`config.mk`:
```
export PLATFORM = sky130hd
export DESIGN_NAME = prs_sequencer
export DESIGN_NICKNAME = d
export VERILOG_FILES = /design/src/design/prs_pkg.sv /design/src/design/prs_refresh_counter.sv /design/src/design/prs_sequencer.sv
export SDC_FILE = /design/constraint.sdc
export NUM_CORES = 1
export LEC_CHECK = 0
export BUFFER_PORTS_ARGS = -buffer_cell sky130_fd_sc_hd__clkbuf_2
export CAP_MARGIN = 20
export CORE_MARGIN = 10
export CORE_UTILIZATION = 50
export DETAILED_ROUTE_END_ITERATION = 7
export PLACE_DENSITY = 0.69
export SETUP_SLACK_MARGIN = 0.15
export SYNTH_ARGS = -nofsm -noshare
export SYNTH_HDL_FRONTEND = slang
export SYNTH_SLANG_ARGS = --single-unit
export TNS_END_PERCENT = 30
```
`constraint.sdc`:
```
create_clock -name clock -period 2.4 [get_ports clock]
set_clock_uncertainty 0.05 [all_clocks]
set_input_delay 0.36 -clock clock [delete_from_list [all_inputs] [get_ports clock]]
set_output_delay 0.36 -clock clock [all_outputs]
set_load 0.005 [all_outputs]
```
`src/design/prs_pkg.sv`:
```
// package of constants for the power-up and reset sequencer
package prs_pkg;
  localparam int unsigned CLK_PERIOD_PS = 50000;
  // power_up_init_time, longest allowed, in microseconds
  localparam int unsigned POWER_UP_INIT_TIME_US = 150;
  localparam int unsigned POWER_UP_INIT_CYCLES =
    (POWER_UP_INIT_TIME_US * 1000000) / CLK_PERIOD_PS;
  // host-side figures, kept for reference of the far end
  localparam int unsigned RESET_PULSE_WIDTH_NS = 200;
  localparam int unsigned RESET_RELEASE_TO_SELECT_TIME_NS = 200;
  localparam int unsigned RESET_ASSERT_TO_SELECT_TIME_NS = 400;
  localparam int unsigned SUPPLY_OFF_DURATION_US = 50;
  // refresh row counter layout
  localparam int unsigned ROW_W = 13;
  localparam logic [ROW_W-1:0] ROW_RESET = 13'h0000;
  // refresh request pacing, in clock cycles
  localparam int unsigned REFRESH_INTERVAL_CYCLES = 78;
  // configuration register defaults
  localparam logic [15:0] CFG0_RESET = 16'h8f1f;
  localparam logic [15:0] CFG1_RESET = 16'h0002;
  typedef enum logic [2:0] {
    PRS_OFF, PRS_HOLD, PRS_INIT, PRS_STANDBY, PRS_SLEEP, PRS_DEEP_DOWN
  } prs_state_e;
endpackage : prs_pkg

```
`src/design/prs_refresh_counter.sv`:
```
// self-refresh row counter with request pacing
`timescale 1ns/1ps
`default_nettype none
module prs_refresh_counter #(
  parameter int unsigned ROWS     = 8192,
  parameter int unsigned INTERVAL = prs_pkg::REFRESH_INTERVAL_CYCLES
) (
  input  wire logic                     clock,
  input  wire logic                     rst_n,
  input  wire logic                     run,
  input  wire logic                     restart,
  output logic                          refresh_pulse,
  output logic [prs_pkg::ROW_W-1:0]     row
);
  import prs_pkg::*;
  // the tick counter is 16 bits wide and the row counter ROW_W bits
  if (ROWS < 1 || ROWS > (1 << ROW_W) || INTERVAL < 1 ||
      INTERVAL > 32'h00010000) begin : g_bad_params
    $error("prs_refresh_counter: unsupported parameters");
  end
  logic [15:0]      tick_q;
  logic [ROW_W-1:0] row_q;
  logic             pulse_q;
  wire              tick_done = (tick_q == 16'(INTERVAL - 1));
  wire              row_wrap  = (row_q == ROW_W'(ROWS - 1));
  // pacing and row advance; restart wins so refresh resumes from row zero
  always_ff @(posedge clock or negedge rst_n) begin
    if (!rst_n) begin
      tick_q  <= 16'h0000;
      row_q   <= ROW_RESET;
      pulse_q <= 1'b0;
    end else if (restart) begin
      tick_q  <= 16'h0000;
      row_q   <= ROW_RESET;
      pulse_q <= 1'b0;
    end else if (run) begin
      tick_q  <= tick_done ? 16'h0000 : tick_q + 16'h0001;
      pulse_q <= tick_done;
      if (pulse_q)
        row_q <= row_wrap ? ROW_RESET : row_q + ROW_W'(1);
    end else begin
      pulse_q <= 1'b0;
    end
  end
  assign refresh_pulse = pulse_q;
  assign row           = row_q;
endmodule : prs_refresh_counter
`default_nettype wire

```
`src/design/prs_sequencer.sv`:
```
// device-side power-up and hardware reset sequencer
// Behaviour
// - after supply is good, finish self-initialization within 150 us
// - reset low at power-up postpones the init interval until release
// - reset returns the device to standby from any state
// - reset restores every configuration register to its default
// - reset low halts self-refresh, marks array invalid; release restarts
// - reset returns the refresh row counter to its starting row
// - reset forces exit from hybrid sleep and deep power-down
`timescale 1ns/1ps
`default_nettype none
module prs_sequencer #(
  parameter int unsigned INIT_CYCLES = prs_pkg::POWER_UP_INIT_CYCLES,
  parameter int unsigned ROWS        = 8192
) (
  input  wire logic                     clock,
  input  wire logic                     rst_n,
  input  wire logic                     supply_good,
  input  wire logic                     hw_reset_n,
  input  wire logic                     cs_n,
  input  wire logic                     sleep_req,
  input  wire logic                     deep_down_req,
  input  wire logic                     wake_req,
  input  wire logic                     cfg_we,
  input  wire logic                     cfg_sel,
  input  wire logic [15:0]              cfg_wdata,
  output logic                          ready,
  output logic                          array_valid,
  output logic                          refresh_active,
  output logic                          refresh_pulse,
  output logic [prs_pkg::ROW_W-1:0]     refresh_row,
  output logic                          in_sleep,
  output logic                          in_deep_down,
  output logic                          early_select,
  output logic [15:0]                   cfg0,
  output logic [15:0]                   cfg1
);
  import prs_pkg::*;
  // the init countdown is 24 bits wide
  if (INIT_CYCLES < 1 || INIT_CYCLES > 32'h00ffffff) begin : g_bad_init
    $error("prs_sequencer: INIT_CYCLES out of range");
  end

  prs_state_e  state_q, state_d;
  logic [23:0] init_cnt_q;
  logic        valid_q;
  logic        early_q;
  logic [15:0] cfg0_q, cfg1_q;

  // decoding of the hardware reset and the init countdown
  wire reset_active = ~hw_reset_n;
  wire init_done    = (init_cnt_q == 24'(INIT_CYCLES - 1));
  wire in_init      = (state_q == PRS_INIT);
  wire can_config   = (state_q == PRS_STANDBY) && !cs_n && cfg_we;
  wire refresh_run  = (state_q == PRS_INIT) || (state_q == PRS_STANDBY) ||
                      (state_q == PRS_SLEEP);

  // next state: reset dominates everything once power is present
  always_comb begin
    state_d = state_q;
    if (!supply_good) begin
      state_d = PRS_OFF;
    end else if (reset_active) begin
      // a held reset parks the machine; power-up waits here as well
      state_d = (state_q == PRS_OFF) ? PRS_OFF : PRS_HOLD;
    end else begin
      case (state_q)
        PRS_OFF:       state_d = PRS_INIT;
        PRS_HOLD:      state_d = PRS_STANDBY;
        PRS_INIT:      state_d = init_done ? PRS_STANDBY : PRS_INIT;
        PRS_STANDBY: begin
          if (deep_down_req)
            state_d = PRS_DEEP_DOWN;
          else if (sleep_req)
            state_d = PRS_SLEEP;
        end
        PRS_SLEEP:     state_d = wake_req ? PRS_STANDBY : PRS_SLEEP;
        // leaving deep power-down reinitializes like a power-up
        PRS_DEEP_DOWN: state_d = wake_req ? PRS_INIT : PRS_DEEP_DOWN;
        default:       state_d = PRS_OFF;
      endcase
    end
  end

  always_ff @(posedge clock or negedge rst_n) begin
    if (!rst_n)
      state_q <= PRS_OFF;
    else
      state_q <= state_d;
  end

  // init countdown runs only in the init state, so the period starts at release
  always_ff @(posedge clock or negedge rst_n) begin
    if (!rst_n)
      init_cnt_q <= 24'h000000;
    else if (!in_init)
      init_cnt_q <= 24'h000000;
    else if (!init_done)
      init_cnt_q <= init_cnt_q + 24'h000001;
  end

  // array contents: lost on reset or power loss, valid again after init
  always_ff @(posedge clock or negedge rst_n) begin
    if (!rst_n)
      valid_q <= 1'b0;
    else if (reset_active || !supply_good || state_q == PRS_DEEP_DOWN)
      valid_q <= 1'b0;
    else if (in_init && init_done)
      valid_q <= 1'b1;
  end

  // flag a chip select seen outside standby and sleep; a hint only, host must avoid it
  always_ff @(posedge clock or negedge rst_n) begin
    if (!rst_n)
      early_q <= 1'b0;
    else
      early_q <= supply_good && !cs_n &&
                 (state_q != PRS_STANDBY) && (state_q != PRS_SLEEP);
  end

  // configuration registers return to defaults whenever reset is low
  always_ff @(posedge clock or negedge rst_n) begin
    if (!rst_n) begin
      cfg0_q <= CFG0_RESET;
      cfg1_q <= CFG1_RESET;
    end else if (reset_active || !supply_good) begin
      cfg0_q <= CFG0_RESET;
      cfg1_q <= CFG1_RESET;
    end else if (can_config && !cfg_sel) begin
      cfg0_q <= cfg_wdata;
    end else if (can_config && cfg_sel) begin
      cfg1_q <= cfg_wdata;
    end
  end

  // refresh engine: halted and rewound while reset is low
  prs_refresh_counter #(
    .ROWS     (ROWS),
    .INTERVAL (REFRESH_INTERVAL_CYCLES)
  ) u_refresh (
    .clock         (clock),
    .rst_n         (rst_n),
    .run           (refresh_run && !reset_active),
    .restart       (reset_active || !supply_good),
    .refresh_pulse (refresh_pulse),
    .row           (refresh_row)
  );

  assign ready          = (state_q == PRS_STANDBY);
  assign array_valid    = valid_q;
  assign refresh_active = refresh_run;
  assign in_sleep       = (state_q == PRS_SLEEP);
  assign in_deep_down   = (state_q == PRS_DEEP_DOWN);
  assign early_select   = early_q;
  assign cfg0           = cfg0_q;
  assign cfg1           = cfg1_q;
endmodule : prs_sequencer
`default_nettype wire

```
==> load_flow_metrics.sql <==
INSERT INTO impl_metrics (metric_group, metric, value, unit) VALUES
('yosys', 'synth.largest_area_cell', 'sky130_fd_sc_hd__dfrtp_1', ''),
('worst_setup_path', 'crit_path_start_kind', 'flip-flop', ''),
('worst_setup_path', 'critical-path-slowest-cell', 'sky130_fd_sc_hd__or4_1', ''),
('timing', 'final_hold_viol_count', '0', ''),
('timing', 'timing_worst_slew_pin_value', '0.583', 'ns'),
('worst_setup_path', 'crit_path_end', 'init_cnt_q[22]$_DFFE_PN0N_', ''),
('yosys', 'synth_common_cells', '80 x sky130_fd_sc_hd__dfrtp_1, 28 x sky130_fd_sc_hd__nand2_1, 26 x sky130_fd_sc_hd__a31oi_1', ''),
('worst_setup_path', 'worst_path_cell_chain', 'ha_1 > nand4_2 > or3_4 > or4_1 > a21oi_1', ''),
('yosys', 'postSynthRegisterBits', '91', ''),
('power', 'power.share.clock', '40.6', '%'),
('final_layout', 'final_util', '60.9', '%'),
('global_route', 'grt_max_degree', '49', ''),
('drt', 'detailroute.via_count', '3983', ''),
('timing', 'maxSlewHeadroom', '60.8', '%'),
('worst_setup_path', 'regToRegStartpoint', 'init_cnt_q[0]$_DFFE_PN0N_', ''),
('worst_setup_path', 'max_stage_delay', '0.51', 'ns'),
('timing', 'grt_setup_unrepaired', 'no', ''),
('drt', 'detail_route.wirelength.met1', '5160', 'µm'),
('clock_network', 'cts_tree', 'built', ''),
('clock_network', 'worst_skew_pair.late_latency', '0.35', 'ns'),
('yosys', 'postSynth.asyncResetShare', '100', '%'),
('clock_network', 'h-tree-depth', '3', ''),
('yosys', 'yosys.cell_count.top_type', 'sky130_fd_sc_hd__dfrtp_1', ''),
('hold_path', 'hp-class', 'in -> reg', ''),
('final_layout', 'num_antenna_cells', '0', ''),
('worst_setup_path', 'cp_data_required_time', '2.62', 'ns'),
('yosys', 'synth-compound-area-share', '20.9', '%'),
('yosys', 'syn-num-nets', '473', ''),
('clock_network', 'clock-root-buffer', 'sky130_fd_sc_hd__clkbuf_8', ''),
('drt', 'route.final.wire_length', '11300', 'µm'),
('power', 'p_sw_share', '23.8', '%'),
('final_layout', 'area_growth', '18.3', '%'),
('yosys', 'synth_cells', '443', ''),
('worst_setup_path', 'rr_endpoint', 'init_cnt_q[22]$_DFFE_PN0N_', ''),
('worst_setup_path', 'critical_path_class', 'reg -> reg', ''),
('yosys', 'synthesis.area', '4490', 'µm²'),
('floorplanning', 'die_width', '115', 'µm'),
('drt', 'drt_first_iter_violations', '420', ''),
('power', 'power.switching', '697', 'µW'),
('yosys', 'synth_warnings', '0', ''),
('timing', 'final-max-slew-violation-count', '0', ''),
('final_layout', 'post_route_cells_drive_above_1_share', '25.4', '%'),
('yosys', 'combinational_family_with_the_most_area_after_synthesis', 'simple AND/OR/NAND/NOR gates', ''),
('worst_setup_path', 'worstSetupEndpointType', 'flip-flop', ''),
('yosys', 'synth_cell_types', '60', ''),
('drt', 'drt_pass1_iterations', '5', ''),
('drt', 'drcViolationCount', '0', ''),
('clock_network', 'cts-resized-gates', '0', ''),
('clock_network', 'cts.path.max_buffers', '2', ''),
('timing', 'setup_ws', '0.302', 'ns'),
('yosys', 'post_synth_mux_area_share', '0.251', '%'),
('run_status', 'status', 'completed', ''),
('placed_design', 'dp_hpwl', '8350', 'µm'),
('timing', 'report.final.setup_viol', '0', ''),
('floorplanning', 'core.rowCount', '34', ''),
('final_layout', 'finalNetCount', '561', ''),
('global_route', 'grtUsageTotal', '17.3', '%'),
('worst_setup_path', 'path_max_fanout', '9', ''),
('global_route', 'antenna_violations_before_repair', '0', ''),
('yosys', 'synth-edff-count', '0', ''),
('floorplanning', 'num_io_pins', '78', ''),
('yosys', 'synth.area.top_cells', 'sky130_fd_sc_hd__dfrtp_1 45%, sky130_fd_sc_hd__dfstp_2 6.4%, sky130_fd_sc_hd__a22o_1 4.1%', ''),
('global_route', 'global_route.overflow_total', '0', ''),
('power', 'share_of_total_power_in_sequential_cells', '53.3', '%'),
('floorplanning', 'die_height', '115', 'µm'),
('power', 'p_comb_share', '6.0', '%'),
('worst_setup_path', 'r2r_slack', '0.30', 'ns'),
('yosys', 'yosys.area_share.xor_xnor', '1.56', '%'),
('timing', 'layout_min_cycle_time', '2.10', 'ns'),
('run', 'max-cap-violations', '0', ''),
('hold_path', 'holdCritStartpoint', 'cs_n', '');
cell type report:
cell class,count,area (µm²)
sequential,91,2290
fill,715,3410
tap,108,135
clock inverter,6,93.8
inverter,14,52.6
timing repair buffer,98,548
clock buffer,10,138
multi-input combinational,317,2050
routing by layer:
metal	up-vias	global-route usage, %
li1	1884	-
met5	-	0
met2	149	26.9
met1	1942	24.1
met3	8	3.18
met4	0	5.36
state kept, by name (all words and copies together) (netlist names):
| name | flops |
|---|---|
| early_select | 1 |
| u_refresh.row | 13 |
| init_cnt_q | 24 |
| cfg1 | 16 |
| u_refresh.refresh_pulse | 1 |
| cfg0 | 16 |
| u_refresh.tick_q | 16 |
| array_valid | 1 |
| state_q | 3 |
stage by stage:
step / instances / power [mW] / instance area (µm²) / hold WS, ns
2_1_floorplan: 443 / 1.67 / 4490 / 0.0144
3_3_place_gp: 627 / 1.76 / 5070 / 0.355
3_5_place_dp: 627 / 1.77 / 5070 / 0.356
4_1_cts: 644 / 2.95 / 5310 / 0.132
5_1_grt: 644 / 3.03 / 5310 / 0.140
6_report: 644 / 2.93 / 5310 / 0.138
power groups by stage:
stage | Sequential, mW | Combinational [mW] | Clock [mW]
floorplan | 1.58 | 0.0818 | 0
global placement | 1.59 | 0.173 | 0
detailed placement | 1.59 | 0.177 | 0
CTS | 1.56 | 0.180 | 1.21
global route | 1.56 | 0.205 | 1.27
finish | 1.56 | 0.177 | 1.19
critical path, delay by kind of cell (launching register included):
family | cells | cell delay (ns)
compound gates | 1 | 0.16
flops | 1 | 0.41
fa+ha+maj | 1 | 0.23
simple gates | 3 | 1.19
logic make-up after synthesis:
family | count (synthesis)
AOI/OAI and AO/OA | 135
xor gates and xnor gates | 8
adders and majority gates | 4
buffers and inverters | 35
DFF | 91
muxes | 1
and+or+nand+nor | 169
timing repair:
action	in CTS	in global routing
setup endpoints to repair	0	0
hold buffers	1	0
endpoints found under the hold margin	37	0
buffers inserted	0	0
worst min path at each step:
stage / to / cells after the start
2_1_floorplan: array_valid$_DFFE_PN0P_ / 0
3_3_place_gp: cfg1[14]$_DFFE_PN0P_ / 1
3_5_place_dp: cfg1[14]$_DFFE_PN0P_ / 1
4_1_cts: early_select$_DFF_PN0_ / 2
5_1_grt: early_select$_DFF_PN0_ / 2
6_report: early_select$_DFF_PN0_ / 2
cells in the final DEF (no fill, tap or decap), drive strengths merged, types with 5 or more instances in the layout:
| cell type | netlist | layout |
|---|---|---|
| clkbuf | 10 | 86 |
| dfrtp | 80 | 80 |
| nand2 | 28 | 28 |
| a31oi | 26 | 26 |
| nand3 | 25 | 25 |
| a21oi | 23 | 23 |
| a22o | 21 | 21 |
| buf | 11 | 21 |
| nor2 | 19 | 19 |
| o21ai | 18 | 18 |
| inv | 14 | 16 |
| nor3 | 15 | 15 |
| nand4 | 14 | 14 |
| dfstp | 11 | 11 |
| or3 | 11 | 11 |
| nor4 | 10 | 10 |
| o22a | 9 | 9 |
| o31ai | 8 | 8 |
| and4 | 7 | 7 |
| xnor2 | 7 | 7 |
| or4 | 7 | 7 |
| and3 | 6 | 6 |
| o211ai | 6 | 6 |
| a41oi | 5 | 5 |
| o22ai | 5 | 5 |
No activity file was read; power rests on OpenSTA's default activity.
